### src/shared/lcdsc_regs.svh
// constants for the serial command front end and command_a generator
`ifndef LCDSC_REGS_SVH
`define LCDSC_REGS_SVH
// upper six bits of the seven-bit slave address, low bit is the strap
`define LCDSC_ADDR_HI 6'h1C
// command_a divisors, normal operating mode
`define LCDSC_DIV_N_2HZ 92160
`define LCDSC_DIV_N_1HZ 184320
`define LCDSC_DIV_N_05HZ 368640
// command_a divisors, power-saving mode
`define LCDSC_DIV_P_2HZ 15360
`define LCDSC_DIV_P_1HZ 30720
`define LCDSC_DIV_P_05HZ 61440
// command_a rate field codes
`define LCDSC_RATE_OFF 2'h0
`define LCDSC_RATE_2HZ 2'h1
`define LCDSC_RATE_1HZ 2'h2
// drive mode codes
`define LCDSC_M_STATIC 2'h1
`define LCDSC_M_MUX2 2'h2
`define LCDSC_M_MUX3 2'h3
`define LCDSC_M_MUX4 2'h0
// data pointer steps per display byte
`define LCDSC_INC_STATIC 7'h08
`define LCDSC_INC_MUX2 7'h04
`define LCDSC_INC_MUX3 7'h03
`define LCDSC_INC_MUX4 7'h02
// display ram words per device
`define LCDSC_RAM_WORDS 7'h28
// command opcode patterns below the continuation bit
`define LCDSC_OP_MODE 2'h2
`define LCDSC_OP_DEVSEL 4'hC
`define LCDSC_OP_BANK 5'h1E
`define LCDSC_OP_COMMAND_A 4'hE
// reset values
`define LCDSC_RST_MODE 2'h0
`define LCDSC_PIN_RST 6'h03
`endif

### src/shared/lcdsc_pkg.sv
// types shared by the serial front end
package lcdsc_pkg;
  // receiver states
  typedef enum logic [2:0] {ST_IDLE, ST_ADDR, ST_CMD, ST_DATA, ST_IGNORE} lcdsc_state_t;
  // drive mode field
  typedef logic [1:0] lcdsc_mode_t;
endpackage

### src/verilog/lcdsc_top.sv
// serial command receiver, display byte router and command_a control
`timescale 1ns/100ps
`include "lcdsc_regs.svh"
// How it works
// - normal mode command_a divisors 92160, 184320, 368640
// - power-saving command_a divisors 15360, 30720, 61440
// - whole display blinks at rate, off means none
// - alternation swaps banks in static, 1:2
// - no bank alternation in 1:3, 1:4
// - sda falls while scl high: start
// - sda rises while scl high: stop, ends transfer
// - ninth clock after each byte is acknowledge
// - acknowledge holds sda low through scl high
// - receive only; sda driven only to acknowledge
// - hold scl low until pending byte stored
// - address 011100x, low bit equals strap
// - strap mismatch ignores all until the next start or stop
// - every addressed device acknowledges command bytes
// - command msb set: another command follows
// - display byte at pointer; pointer advances, subaddress on overflow
// - only matching subaddress acknowledges display data
// - command_a command: two-bit rate, alternation bit
// - mode command: display enable and low power
// - mismatched subaddress: drop byte, still advance
module lcdsc_top #(
  parameter int DIV_N_2HZ = `LCDSC_DIV_N_2HZ,
  parameter int DIV_N_1HZ = `LCDSC_DIV_N_1HZ,
  parameter int DIV_N_05HZ = `LCDSC_DIV_N_05HZ,
  parameter int DIV_P_2HZ = `LCDSC_DIV_P_2HZ,
  parameter int DIV_P_1HZ = `LCDSC_DIV_P_1HZ,
  parameter int DIV_P_05HZ = `LCDSC_DIV_P_05HZ
) (
  input wire logic CORE_CLK,
  input wire logic RST,
  input wire logic SCL_IN,
  output logic SCL_OUT,
  output logic SCL_OE,
  input wire logic SDA_IN,
  output logic SDA_OUT,
  output logic SDA_OE,
  input wire logic ADDRESS_SELECT_STRAP,
  input wire logic HW_SUBADDR_BIT0,
  input wire logic HW_SUBADDR_BIT1,
  input wire logic HW_SUBADDR_BIT2,
  output logic WR_VALID,
  input wire logic WR_READY,
  output logic [7:0] WR_DATA,
  output logic [5:0] WR_ADDR,
  output logic WR_IN_BANK,
  output logic [1:0] WR_MODE,
  output logic [1:0] DRIVE_MODE,
  output logic BIAS_HALF,
  output logic LOW_POWER_SELECT,
  output logic DISPLAY_ON,
  output logic OUT_BANK_SEL
);
  localparam logic [5:0] PIN_RST = `LCDSC_PIN_RST; // bus lines idle high

  // pin synchronisers: scl, sda, strap, subaddress
  logic [5:0] pin_w; // raw pins
  logic [5:0] s1_q; // first stage, read only by the second
  logic [5:0] s2_q; // second stage
  logic [5:0] s3_q; // third stage
  logic [5:0] lvl_q; // accepted levels
  logic scl_p_q; // scl one cycle back
  logic sda_p_q; // sda one cycle back

  // receiver state
  lcdsc_pkg::lcdsc_state_t st_q; // byte level state
  lcdsc_pkg::lcdsc_state_t st_nxt_w; // state after this byte
  logic [7:0] sh_q; // incoming byte
  logic [3:0] bit_q; // bits received
  logic ack_q; // inside the acknowledge slot
  logic sda_oe_q; // pulling sda low
  logic scl_oe_q; // pulling scl low

  // configuration set by commands
  lcdsc_pkg::lcdsc_mode_t mode_q; // drive mode
  logic lp_q; // power-saving mode
  logic en_q; // display enable
  logic bias_q; // half bias
  logic [5:0] ptr_q; // data pointer
  logic [2:0] sub_q; // subaddress counter
  logic ibank_q; // input bank
  logic obank_q; // output bank
  logic [1:0] rate_q; // command_a rate
  logic alt_q; // alternation blinking

  // pending display byte and outputs
  logic [16:0] pend_q; // byte, address, bank, mode
  logic pend_v_q; // pending byte not yet buffered
  logic disp_on_q; // registered display on
  logic obank_eff_q; // registered output bank

  // decode wires
  logic scl_w;
  logic sda_w;
  logic strap_w;
  logic [2:0] hw_sub_w;
  logic scl_rise_w;
  logic scl_fall_w;
  logic start_w;
  logic stop_w;
  logic active_w;
  logic byte_done_w;
  logic addr_hit_w;
  logic sub_hit_w;
  logic ack_w;
  logic cmd_w;
  logic data_w;
  logic is_mode_w;
  logic is_ldp_w;
  logic is_dev_w;
  logic is_bank_w;
  logic is_command_a_w;
  logic bankable_w;
  logic [6:0] inc_w;
  logic [6:0] sum_w;
  logic wrap_w;
  logic [5:0] ptr_nxt_w;
  logic buf_in_ready_w;
  logic push_w;
  logic [16:0] buf_out_w;
  logic blank_w;
  logic swap_w;

  assign pin_w = {HW_SUBADDR_BIT2, HW_SUBADDR_BIT1, HW_SUBADDR_BIT0, ADDRESS_SELECT_STRAP, SDA_IN, SCL_IN};

  // three synchroniser flops and a level flop per pin; a level counts once stages two and three agree
  genvar g;
  generate
    for (g = 0; g < 6; g++) begin : g_sync
      always_ff @(posedge CORE_CLK) begin
        if (RST) begin
          s1_q[g] <= PIN_RST[g];
          s2_q[g] <= PIN_RST[g];
          s3_q[g] <= PIN_RST[g];
          lvl_q[g] <= PIN_RST[g];
        end else begin
          s1_q[g] <= pin_w[g];
          s2_q[g] <= s1_q[g];
          s3_q[g] <= s2_q[g];
          if (s2_q[g] == s3_q[g]) begin
            lvl_q[g] <= s3_q[g];
          end
        end
      end
    end
  endgenerate

  // previous levels for edge detection
  always_ff @(posedge CORE_CLK) begin
    if (RST) begin
      scl_p_q <= 1'b1;
      sda_p_q <= 1'b1;
    end else begin
      scl_p_q <= scl_w;
      sda_p_q <= sda_w;
    end
  end

  assign scl_w = lvl_q[0];
  assign sda_w = lvl_q[1];
  assign strap_w = lvl_q[2];
  assign hw_sub_w = lvl_q[5:3];
  assign scl_rise_w = scl_w & ~scl_p_q;
  assign scl_fall_w = ~scl_w & scl_p_q;
  // start and stop are sda edges with scl steady high
  assign start_w = scl_w & scl_p_q & sda_p_q & ~sda_w;
  assign stop_w = scl_w & scl_p_q & ~sda_p_q & sda_w;
  assign active_w = (st_q == lcdsc_pkg::ST_ADDR) | (st_q == lcdsc_pkg::ST_CMD) | (st_q == lcdsc_pkg::ST_DATA);
  // eighth bit sampled and scl falls: the acknowledge slot opens
  assign byte_done_w = scl_fall_w & ~ack_q & (bit_q == 4'h8) & active_w;
  // write address with the strap as low bit; a read request is not ours
  assign addr_hit_w = (sh_q[7:1] == {`LCDSC_ADDR_HI, strap_w}) & ~sh_q[0];
  assign sub_hit_w = (sub_q == hw_sub_w);
  // who acknowledges which byte
  assign ack_w = ((st_q == lcdsc_pkg::ST_ADDR) & addr_hit_w) | (st_q == lcdsc_pkg::ST_CMD)
               | ((st_q == lcdsc_pkg::ST_DATA) & sub_hit_w);
  assign cmd_w = byte_done_w & (st_q == lcdsc_pkg::ST_CMD);
  assign data_w = byte_done_w & (st_q == lcdsc_pkg::ST_DATA);

  // command decode below the continuation bit
  assign is_mode_w = (sh_q[6:5] == `LCDSC_OP_MODE);
  assign is_ldp_w = ~sh_q[6];
  assign is_dev_w = (sh_q[6:3] == `LCDSC_OP_DEVSEL);
  assign is_bank_w = (sh_q[6:2] == `LCDSC_OP_BANK);
  assign is_command_a_w = (sh_q[6:3] == `LCDSC_OP_COMMAND_A);

  // pointer step follows drive mode; overflow wraps into the next subaddress
  assign bankable_w = (mode_q == `LCDSC_M_STATIC) | (mode_q == `LCDSC_M_MUX2);
  assign inc_w = (mode_q == `LCDSC_M_STATIC) ? `LCDSC_INC_STATIC : (mode_q == `LCDSC_M_MUX2) ? `LCDSC_INC_MUX2
               : (mode_q == `LCDSC_M_MUX3) ? `LCDSC_INC_MUX3 : `LCDSC_INC_MUX4;
  assign sum_w = {1'b0, ptr_q} + inc_w;
  assign wrap_w = (sum_w >= `LCDSC_RAM_WORDS);
  assign ptr_nxt_w = wrap_w ? 6'(sum_w - `LCDSC_RAM_WORDS) : sum_w[5:0];
  assign push_w = pend_v_q & buf_in_ready_w;

  // state after the current byte
  always_comb begin
    unique case (st_q)
      lcdsc_pkg::ST_ADDR: st_nxt_w = addr_hit_w ? lcdsc_pkg::ST_CMD : lcdsc_pkg::ST_IGNORE;
      lcdsc_pkg::ST_CMD: st_nxt_w = sh_q[7] ? lcdsc_pkg::ST_CMD : lcdsc_pkg::ST_DATA;
      lcdsc_pkg::ST_DATA: st_nxt_w = lcdsc_pkg::ST_DATA;
      lcdsc_pkg::ST_IGNORE: st_nxt_w = lcdsc_pkg::ST_IGNORE;
      lcdsc_pkg::ST_IDLE: st_nxt_w = lcdsc_pkg::ST_IDLE;
      default: st_nxt_w = lcdsc_pkg::ST_IDLE;
    endcase
  end

  // bit shifting, acknowledge slot and transfer framing
  always_ff @(posedge CORE_CLK) begin
    if (RST) begin
      st_q <= lcdsc_pkg::ST_IDLE;
      sh_q <= 8'h00;
      bit_q <= 4'h0;
      ack_q <= 1'b0;
      sda_oe_q <= 1'b0;
    end else if (start_w | stop_w) begin
      // start opens an address byte, stop returns to idle
      st_q <= start_w ? lcdsc_pkg::ST_ADDR : lcdsc_pkg::ST_IDLE;
      bit_q <= 4'h0;
      ack_q <= 1'b0;
      sda_oe_q <= 1'b0;
    end else if (scl_rise_w & ~ack_q & (bit_q != 4'h8) & active_w) begin
      // sample one bit per scl pulse, msb first
      sh_q <= {sh_q[6:0], sda_w};
      bit_q <= bit_q + 4'h1;
    end else if (byte_done_w) begin
      // drive low only for an acknowledge, never to send data
      ack_q <= 1'b1;
      sda_oe_q <= ack_w;
      st_q <= st_nxt_w;
    end else if (scl_fall_w & ack_q) begin
      // acknowledge pulse over, release sda
      ack_q <= 1'b0;
      sda_oe_q <= 1'b0;
      bit_q <= 4'h0;
    end
  end

  // command execution and pointer update
  always_ff @(posedge CORE_CLK) begin
    if (RST) begin
      mode_q <= `LCDSC_RST_MODE;
      lp_q <= 1'b0;
      en_q <= 1'b0;
      bias_q <= 1'b0;
      ptr_q <= 6'h00;
      sub_q <= 3'h0;
      ibank_q <= 1'b0;
      obank_q <= 1'b0;
      rate_q <= `LCDSC_RATE_OFF;
      alt_q <= 1'b0;
    end else if (cmd_w) begin
      if (is_mode_w) begin
        // enable and power-saving bits
        lp_q <= sh_q[4];
        en_q <= sh_q[3];
        bias_q <= sh_q[2];
        mode_q <= sh_q[1:0];
      end
      if (is_ldp_w) begin
        ptr_q <= sh_q[5:0];
      end
      if (is_dev_w) begin
        sub_q <= sh_q[2:0];
      end
      if (is_bank_w) begin
        ibank_q <= sh_q[1];
        obank_q <= sh_q[0];
      end
      if (is_command_a_w) begin
        // rate field and alternation bit
        alt_q <= sh_q[2];
        rate_q <= sh_q[1:0];
      end
    end else if (data_w) begin
      // pointer moves whether or not the byte is ours
      ptr_q <= ptr_nxt_w;
      sub_q <= sub_q + {2'h0, wrap_w};
    end
  end

  // pending byte capture; a new capture wins over the push that clears it
  always_ff @(posedge CORE_CLK) begin
    if (RST) begin
      pend_q <= 17'h00000;
      pend_v_q <= 1'b0;
    end else begin
      if (push_w) begin
        pend_v_q <= 1'b0;
      end
      if (data_w & sub_hit_w) begin
        // only the matching device stores
        pend_q <= {sh_q, ptr_q, ibank_q & bankable_w, mode_q};
        pend_v_q <= 1'b1;
      end
    end
  end

  // scl stretch: hold low from a fall until the pending byte is buffered
  always_ff @(posedge CORE_CLK) begin
    if (RST) begin
      scl_oe_q <= 1'b0;
    end else begin
      scl_oe_q <= pend_v_q & ~push_w & (scl_oe_q | scl_fall_w);
    end
  end

  // registered display controls
  always_ff @(posedge CORE_CLK) begin
    if (RST) begin
      disp_on_q <= 1'b0;
      obank_eff_q <= 1'b0;
    end else begin
      disp_on_q <= en_q & ~blank_w;
      obank_eff_q <= bankable_w & (obank_q ^ swap_w);
    end
  end

  // two-entry buffer toward the ram writer
  lcdsc_buf2 #(.W(17)) u_buf (
    .clk(CORE_CLK),
    .rst(RST),
    .in_valid(pend_v_q),
    .in_ready(buf_in_ready_w),
    .in_data(pend_q),
    .out_valid(WR_VALID),
    .out_ready(WR_READY),
    .out_data(buf_out_w)
  );

  // command_a generator
  lcdsc_blinker #(
    .DIV_N_2HZ(DIV_N_2HZ),
    .DIV_N_1HZ(DIV_N_1HZ),
    .DIV_N_05HZ(DIV_N_05HZ),
    .DIV_P_2HZ(DIV_P_2HZ),
    .DIV_P_1HZ(DIV_P_1HZ),
    .DIV_P_05HZ(DIV_P_05HZ)
  ) u_command_a (
    .clk(CORE_CLK),
    .rst(RST),
    .rate(rate_q),
    .alt(alt_q),
    .low_power(lp_q),
    .mode(mode_q),
    .blank(blank_w),
    .swap(swap_w)
  );

  // outputs; the pins only ever pull low
  assign SCL_OUT = 1'b0;
  assign SDA_OUT = 1'b0;
  assign SCL_OE = scl_oe_q;
  assign SDA_OE = sda_oe_q;
  assign WR_DATA = buf_out_w[16:9];
  assign WR_ADDR = buf_out_w[8:3];
  assign WR_IN_BANK = buf_out_w[2];
  assign WR_MODE = buf_out_w[1:0];
  assign DRIVE_MODE = mode_q;
  assign BIAS_HALF = bias_q;
  assign LOW_POWER_SELECT = lp_q;
  assign DISPLAY_ON = disp_on_q;
  assign OUT_BANK_SEL = obank_eff_q;
endmodule

### src/verilog/lcdsc_buf2.sv
// two-entry buffer with valid and ready on both sides
`timescale 1ns/100ps
module lcdsc_buf2 #(
  parameter int W = 8
) (
  input wire logic clk,
  input wire logic rst,
  input wire logic in_valid,
  output logic in_ready,
  input wire logic [W-1:0] in_data,
  output logic out_valid,
  input wire logic out_ready,
  output logic [W-1:0] out_data
);
  logic [W-1:0] mem_q [2]; // entry storage
  logic wp_q; // write slot
  logic rp_q; // read slot
  logic [1:0] cnt_q; // entries held
  logic wr_w;
  logic rd_w;

  // honest full and empty flags
  assign in_ready = (cnt_q != 2'h2);
  assign out_valid = (cnt_q != 2'h0);
  assign out_data = mem_q[rp_q];
  assign wr_w = in_valid & in_ready;
  assign rd_w = out_valid & out_ready;

  // storage write, no reset needed
  always_ff @(posedge clk) begin
    if (wr_w) begin
      mem_q[wp_q] <= in_data;
    end
  end

  // slot pointers and occupancy
  always_ff @(posedge clk) begin
    if (rst) begin
      wp_q <= 1'b0;
      rp_q <= 1'b0;
      cnt_q <= 2'h0;
    end else begin
      wp_q <= wp_q ^ wr_w;
      rp_q <= rp_q ^ rd_w;
      cnt_q <= 2'(cnt_q + {1'b0, wr_w} - {1'b0, rd_w});
    end
  end
endmodule

### src/verilog/lcdsc_blinker.sv
// command_a generator: divides the core clock to the command_a rate
`timescale 1ns/100ps
`include "lcdsc_regs.svh"
module lcdsc_blinker #(
  parameter int DIV_N_2HZ = `LCDSC_DIV_N_2HZ,
  parameter int DIV_N_1HZ = `LCDSC_DIV_N_1HZ,
  parameter int DIV_N_05HZ = `LCDSC_DIV_N_05HZ,
  parameter int DIV_P_2HZ = `LCDSC_DIV_P_2HZ,
  parameter int DIV_P_1HZ = `LCDSC_DIV_P_1HZ,
  parameter int DIV_P_05HZ = `LCDSC_DIV_P_05HZ
) (
  input wire logic clk,
  input wire logic rst,
  input wire logic [1:0] rate,
  input wire logic alt,
  input wire logic low_power,
  input wire logic [1:0] mode,
  output logic blank,
  output logic swap
);
  // half periods minus one, the phase flips twice per command_a period
  localparam logic [18:0] HN2 = 19'(DIV_N_2HZ / 2 - 1);
  localparam logic [18:0] HN1 = 19'(DIV_N_1HZ / 2 - 1);
  localparam logic [18:0] HN05 = 19'(DIV_N_05HZ / 2 - 1);
  localparam logic [18:0] HP2 = 19'(DIV_P_2HZ / 2 - 1);
  localparam logic [18:0] HP1 = 19'(DIV_P_1HZ / 2 - 1);
  localparam logic [18:0] HP05 = 19'(DIV_P_05HZ / 2 - 1);

  logic [18:0] cnt_q; // cycles into the half period
  logic phase_q; // high during the off or swapped half
  logic [1:0] rate_q; // last rate, to restart on change
  logic lp_q; // last power mode
  logic [18:0] half_w;
  logic cfg_chg_w;
  logic on_w;
  logic bankable_w;

  // divisor choice by power mode and rate
  assign half_w = low_power ? ((rate == `LCDSC_RATE_2HZ) ? HP2 : (rate == `LCDSC_RATE_1HZ) ? HP1 : HP05)
                            : ((rate == `LCDSC_RATE_2HZ) ? HN2 : (rate == `LCDSC_RATE_1HZ) ? HN1 : HN05);
  assign cfg_chg_w = (rate != rate_q) | (low_power != lp_q);
  assign on_w = (rate != `LCDSC_RATE_OFF);
  // alternate banks exist only in static and 1:2 drive
  assign bankable_w = (mode == `LCDSC_M_STATIC) | (mode == `LCDSC_M_MUX2);
  // whole display blinks, or banks alternate
  assign blank = on_w & ~alt & phase_q;
  assign swap = on_w & alt & bankable_w & phase_q;

  // divider and phase toggle
  always_ff @(posedge clk) begin
    if (rst) begin
      cnt_q <= 19'h00000;
      phase_q <= 1'b0;
      rate_q <= `LCDSC_RATE_OFF;
      lp_q <= 1'b0;
    end else begin
      rate_q <= rate;
      lp_q <= low_power;
      if (cfg_chg_w | ~on_w) begin
        cnt_q <= 19'h00000;
        phase_q <= 1'b0;
      end else if (cnt_q == half_w) begin
        cnt_q <= 19'h00000;
        phase_q <= ~phase_q;
      end else begin
        cnt_q <= cnt_q + 19'h00001;
      end
    end
  end
endmodule

### config.mk
export PLATFORM = sky130hd
export DESIGN_NAME = lcdsc_top
export DESIGN_NICKNAME = d
export VERILOG_FILES = /design/src/shared/lcdsc_pkg.sv /design/src/verilog/lcdsc_top.sv /design/src/verilog/lcdsc_buf2.sv /design/src/verilog/lcdsc_blinker.sv
export VERILOG_INCLUDE_DIRS = /design/src /design/src/shared
export SDC_FILE = /design/constraint.sdc
export NUM_CORES = 1
export LEC_CHECK = 0
export BUFFER_PORTS_ARGS = -buffer_cell sky130_fd_sc_hd__buf_4
export CAP_MARGIN = 20
export CORE_UTILIZATION = 41
export DETAILED_ROUTE_END_ITERATION = 16
export HOLD_SLACK_MARGIN = 0.03
export MAX_ROUTING_LAYER = met4
export PLACE_DENSITY_LB_ADDON = 0.1
export SYNTH_ARGS = -nofsm -noshare
export SYNTH_HDL_FRONTEND = slang
export SYNTH_SLANG_ARGS = --single-unit
export TNS_END_PERCENT = 1
### constraint.sdc
create_clock -name CORE_CLK -period 3.45 [get_ports CORE_CLK]
set_input_delay 0.5175 -clock CORE_CLK [delete_from_list [all_inputs] [get_ports CORE_CLK]]
set_output_delay 0.5175 -clock CORE_CLK [all_outputs]
set_load 0.05 [all_outputs]
Yosys cells after proc, flatten, opt, wreduce, memory -nomap -nowiden
Memory sizes are Yosys's and may differ from the RTL's. A register that Yosys moved wholly into a read port is not among the register bits.
Index checks and enable logic that the tools add are counted.
- reductions and logical operators: 19
- multipliers: 0
- magnitude comparators: 1
- mux-type cells: 33
- shifts and indexed selects: 0
- equality and inequality tests: 31
- divide/modulo/power cells: 0
- $add $sub $neg: 7
- bitwise gates (word level): 57
- operators by type and width (operator ; number):
    $mux 19 ; 3
    $and 1x1->1 ; 32
    $mux 3 ; 8
    $mux 6 ; 4
    $add 19x1->19 const B ; 1
    $eq 19x19->1 ; 1
    $mux 18 ; 1
    $reduce_and 2->1 ; 9
    $mux 4 ; 4
    $mux 15 ; 1
    $reduce_bool 2->1 ; 7
    $not 1->1 ; 13
    $eq 4x4->1 const B ; 3
    $pmux 3 s4 ; 1
    $mux 1 ; 11
    $or 1x1->1 ; 9
    $eq 2x2->1 const B ; 4
    $add 6x4->7 ; 1
    $eq 7x6->1 ; 1
    $ge 7x6->1 const B ; 1
    $eq 1x1->1 ; 6
    $eq 3x2->1 const B ; 2
    $ne 2x2->1 const B ; 3
    $sub 6x6->6 const B ; 1
    16 further kinds ; 21
- input port bits: 9
- RAM bits: 34
- output and inout port bits: 28
- latch bits: 0
- word-level logic and storage cells: 202
- bits in registers: 110
- memories: 1
- ROM bits: 0
- memories (memory ; words ; bits a word ; read ports ; clocked after Yosys merged registers in ; wr ports ; line ; RTL):
    u_buf.mem_q ; 2 ; 17 ; 1 ; 1 ; 1 ; lcdsc_buf2.sv:15 ; logic [W-1:0] mem_q [2];

Logic depth before layout (Yosys ltp)
- depth after elaboration: 9
- depth in mapped cells: 18
- depth with buffers taken out: 17

Modules after synthesis
Synthesis repeated with hierarchy kept, for this count alone.
- cell total of the unflattened synthesis: 615
- area total of the unflattened synthesis: 6398.6 um^2
- modules (own cells, without submodules) (module ; times used ; area each (um^2) ; seq. area each (um^2) ; cells an instance):
    lcdsc_top ; 1 ; 3666.0 ; 1661.6 ; 392
    lcdsc_buf2 ; 1 ; 1458.9 ; 1101.1 ; 80
    lcdsc_blinker ; 1 ; 1273.7 ; 460.4 ; 143

Least setup slack after synthesis
OpenSTA, ideal clock, no wires.
- path type: reg-to-reg
- start: register mode_q[0] (netlist: DRIVE_MODE[0])
- end: register sub_q[1]
- slack: 49 ps
- cell stages (with the launch flop): 17
- setup time: 91 ps
- period minus slack after synthesis: 3401 ps
- data required time: 3359 ps
- data arrival time: 3310 ps
- path buffers: 1
- path through: dfxtp_1 > inv_1 > ha_1 > buf_2 > xor2_1 > ha_1 > a211oi_1 > o21ba_2 > xnor2_1 > inv_1 > ha_1 > o31ai_1 > a21o_1 > ha_1 > ha_1 > nand2_1 > a311oi_1
- longest elaborated chain between the ends: 9
- elaborated cells on any way between the ends: 11
- those cells by class: add/sub (2); order compare (1); eq/ne (3); mux (5)
- RTL lines (item ; line ; RTL):
    start: declaration ; lcdsc_top.sv:78 ; lcdsc_pkg::lcdsc_mode_t mode_q;
    start signal: assignment ; lcdsc_top.sv:245 ; mode_q <= `LCDSC_RST_MODE;
    start signal: assignment ; lcdsc_top.sv:261 ; mode_q <= sh_q[1:0];
    $eq 2x2->1 (no line) ; - ;
    $mux 1 (no line) ; - ;
    $mux 3 (no line) ; - ;
    $mux 4 (no line) * ; - ;
    $add 6x4->7 * ; lcdsc_top.sv:194 ; assign sum_w = {1'b0, ptr_q} + inc_w;
    $ge 7x6->1 (no line) * ; - ;
    $add 3x1->3 * ; lcdsc_top.sv:281 ; sub_q <= sub_q + {2'h0, wrap_w};
    $mux 3 * ; lcdsc_top.sv:278 ; end else if (data_w) begin
    $mux 3 * ; lcdsc_top.sv:255 ; end else if (cmd_w) begin
    end signal: assignment ; lcdsc_top.sv:267 ; sub_q <= sh_q[2:0];
    end signal: assignment ; lcdsc_top.sv:281 ;
    end: declaration ; lcdsc_top.sv:83 ; logic [2:0] sub_q;
Mark *: on every way between the ends. The rest lies on a longest branch, timed or not. The select of a mux whose other input is x is not followed.
A chain may end at the register's enable or synchronous reset.

Final worst setup path
- start: register mode_q[1] (netlist: DRIVE_MODE[1])
- end: register sub_q[1]
The elaborated chain is that of the path after synthesis.

==> impl_metrics.toml <==
[timing]
skew_ns = 0.005670
slew-limit-headroom = 0.4490
setup_tns_ns = 0
max_freq_mhz = 310.1
finalCritPeriodShare = 0.9346
setup_viol = 0
hold_viol = 0
fin_ws_ns = 0.2257
min_period_ns = 3.224
rsz0062_at_grt = "no"
worst_pin_slew_ns = 0.8254
maxSlewViolCount = 0

[place]
place.gp.congestion = 0.8806
port_buffers = 34
place.detailed.hpwl_um = 8067
dp_cells = 799
pre_cts_ws_ns = 0.09627

[synth]
async_flop_share = 0
seq_area_frac_synth = 0.5166
synthDominantCellAreaShare = 0.3530
synth_top_cells_by_count = "dfxtp_1, nor2_1, edfxtp_1, nand2_1, mux2i_1"
postSynthAreaPerCell_um2 = 10.28
synth_area_um2 = 6238
netlist-cell-type-count = 64
yosysTopAreaCell = "dfxtp_1"
yosys_warnings = 0
yosys-top-cells-area = "dfxtp_1, edfxtp_1, nor2_1"
synth_cells = 607
synth.most_common_cell = "dfxtp_1"
synth_edf_count = 34
synth-main-ff-cell = "dfxtp_1"
synth_seq_cells = 144

[floorplan]
die_w_um = 125.4
core-area_um2 = 14700
start_util = 0.4244
fp-row-count = 44
dieArea_um2 = 15710
die_h_um = 125.4
io_pins = 37

[drt]
via_count = 4246
wl_per_cell_um = 14.24
route.detailed.drc = 2
drt-initial-drc-count = 240
top_layer = "met4"
avgViaCountPerCell = 5.110
wl_met2_um = 5444
finalWirelength_um = 11840
wl_met1_um = 5701
dr_wl_met3_um = 386
firstDrtPassIters = 12
drtAntennaViolNets = 0

[worst_hold_path]
hp-class = "in -> reg"
hold_path_depth = 2

[layout]
layout.nets = 664
area_growth_pct = 14.62
drive_above_1_share = 0.1607
fill_cells = 1342
final_cells = 831
antennaDiodeCount = 0

[worst_setup_path]
criticalPathCategory = "reg -> reg"
worstRegToRegCells = 12
crit_path_start_kind = "flip-flop"
required_ns = 3.78
endpoint_kind = "flip-flop"
crit_path_cell_trace = "ha_1 -> ha_1 -> maj3_1 -> a21oi_1 -> xor2_1 -> ha_2 -> o31ai_1 -> a21o_1 -> ha_1 -> ha_1 -> nand2_1 -> a311oi_1"
path_common_cell = "ha_1"
worstPathMaxFanout = 8
cp_slowest_stage_delay_ns = 0.38
cp.arrival_ns = 3.55
critical-path-slowest-cell = "dfxtp_1"

[global_route]
grt_antenna_before_repair = 0
grt_util_all_layers = 0.1661
grt_pass1_vias = 4108
overflow = 0
grt_pass1_wl_um = 19930
grt_max_degree = 59

[status]
outcome = "finished with violations"
failed_checks = "design-rule violations"

[clocking]
cts_max_path_buffers = 2
clkLatencyLatePin_ns = 0.41
cts_max_level = 4
clock-sinks = 144
cts_buffers = 17
tritoncts = "built"
post_cts_buffers = 0
clk_pin_slew_worst_paths_ns = 0.06
cts-hold-fix-buffers = 0
clock_tree.root_cell = "clkbuf_16"

[power]
power_density_nw_per_um2 = 519.9
intPower_mw = 2.868
pwr-share-clk = 0.472
power.net_switching_mw = 0.8499
peakVddDrop_uv = 305.1
seq_power_share = 0.472
swShare = 0.2286
p_leak_nw = 2.606
power_frac_comb = 0.056

[job]
timing.max_cap.violations = 0
-- kinds of logic (layout without fill, tap and decap cells) --
kind of cell / Yosys count / count (layout) / synth area share
muxes: 50 / 50 / 0.08363
AOI/OAI and AO/OA: 79 / 79 / 0.08383
buffers and inverters: 50 / 89 / 0.04352
and+or+nand+nor: 224 / 224 / 0.1761
other: 1 / 2 / 0.0006011
adders and majority gates: 22 / 22 / 0.04372
xor gates and xnor gates: 37 / 37 / 0.05195
DFF: 144 / 144 / 0.5166
-- metrics by stage --
stage / cell area (µm²) / total power [mW] / hold WS [ns] / util
2_1_floorplan: 6242 / 1.950 / 0.3895 / -
3_3_place_gp: 6563 / 2.000 / 0.3909 / 0.4465
3_5_place_dp: 6563 / 2.004 / 0.3954 / 0.4465
4_1_cts: 7134 / 3.763 / 0.2651 / 0.4854
5_1_grt: 7151 / 3.856 / 0.2649 / 0.4865
6_report: 7151 / 3.718 / 0.2845 / 0.4865
-- repair_timing --
action	CTS	global route
endpoints found under the hold margin	0	0
setup endpoints to repair	0	4
gates resized for setup	0	4
-- state kept, by name, indices dropped and copies added (netlist names), 2 cells and up --
signal / count
sub_q: 3
u_command_a.cnt_q: 19
s2_q: 6
sh_q: 8
s3_q: 6
rate_q: 2
ptr_q: 6
s1_q: 6
u_buf.mem_q: 34
hw_sub_w: 3
st_q: 3
DRIVE_MODE: 2
u_command_a.rate_q: 2
bit_q: 4
pend_q: 17
u_buf.cnt_q: 2
-- final timing paths --
| path | startpoint | to | slack (ns) |
|---|---|---|---|
| worst max register to register | DRIVE_MODE[1]$_SDFFE_PP0P_ | sub_q[1]$_SDFFE_PP0P_ | 0.23 |
| worst min-delay path | SDA_IN | s1_q[1]$_SDFF_PP1_ | 0.28 |
| worst min register to register | s1_q[1]$_SDFF_PP1_ | s2_q[1]$_SDFF_PP1_ | 0.41 |
| worst max-delay path | DRIVE_MODE[1]$_SDFFE_PP0P_ | sub_q[1]$_SDFFE_PP0P_ | 0.23 |
-- cell type report --
type                    count  area, µm²  area share
flip-flops and latches    144       3224      0.4509
multi-input cells         414       2768      0.3871
clock buffers              17      425.4     0.05949
repair buffers             38      285.3     0.03990
well taps                 184      230.2     0.03220
clock inverters            15      146.4     0.02047
inverters                  19      71.32    0.009974
-- critical path: cells and delay by family, from the launching register on --
family	cells	cell delay, ns
AO/OA/AOI/OAI	4	0.76
XOR/XNOR	1	0.34
adder cells (fa/ha/maj)	6	1.62
flip-flops	1	0.38
AND/OR/NAND/NOR	1	0.04
-- metal layers --
metal	track usage	vias up
met5	-	-
met4	0.08321	0
met3	0.04193	21
met2	0.2609	79
met1	0.1978	1983
li1	-	2163
-- power by group through the flow --
stage	sequential [mW]	combinational [mW]	clock (mW)
after floorplan	1.77	0.175	0
after global placement	1.79	0.209	0
after detailed placement	1.79	0.211	0
after CTS	1.76	0.212	1.80
after global routing	1.76	0.223	1.88
final	1.75	0.209	1.75
-- cells in the final DEF, fill, tap and decap left out, types with 5 or more instances in the layout --
| cell | n |
|---|---|
| a21oi_1 | 23 |
| a311oi_1 | 7 |
| a31oi_1 | 7 |
| and3_1 | 5 |
| buf_4 | 38 |
| clkbuf_16 | 17 |
| clkinvlp_4 | 5 |
| dfxtp_1 | 109 |
| edfxtp_1 | 34 |
| ha_1 | 19 |
| inv_1 | 19 |
| mux2_2 | 17 |
| mux2i_1 | 33 |
| nand2_1 | 34 |
| nand2b_1 | 7 |
| nand3_1 | 16 |
| nand4_1 | 8 |
| nor2_1 | 92 |
| nor2b_1 | 17 |
| nor3_1 | 7 |
| nor3b_1 | 5 |
| o21ai_0 | 16 |
| or2_2 | 9 |
| or3_1 | 6 |
| xnor2_1 | 23 |
| xor2_1 | 14 |
No activity file was read; power rests on OpenSTA's default activity.
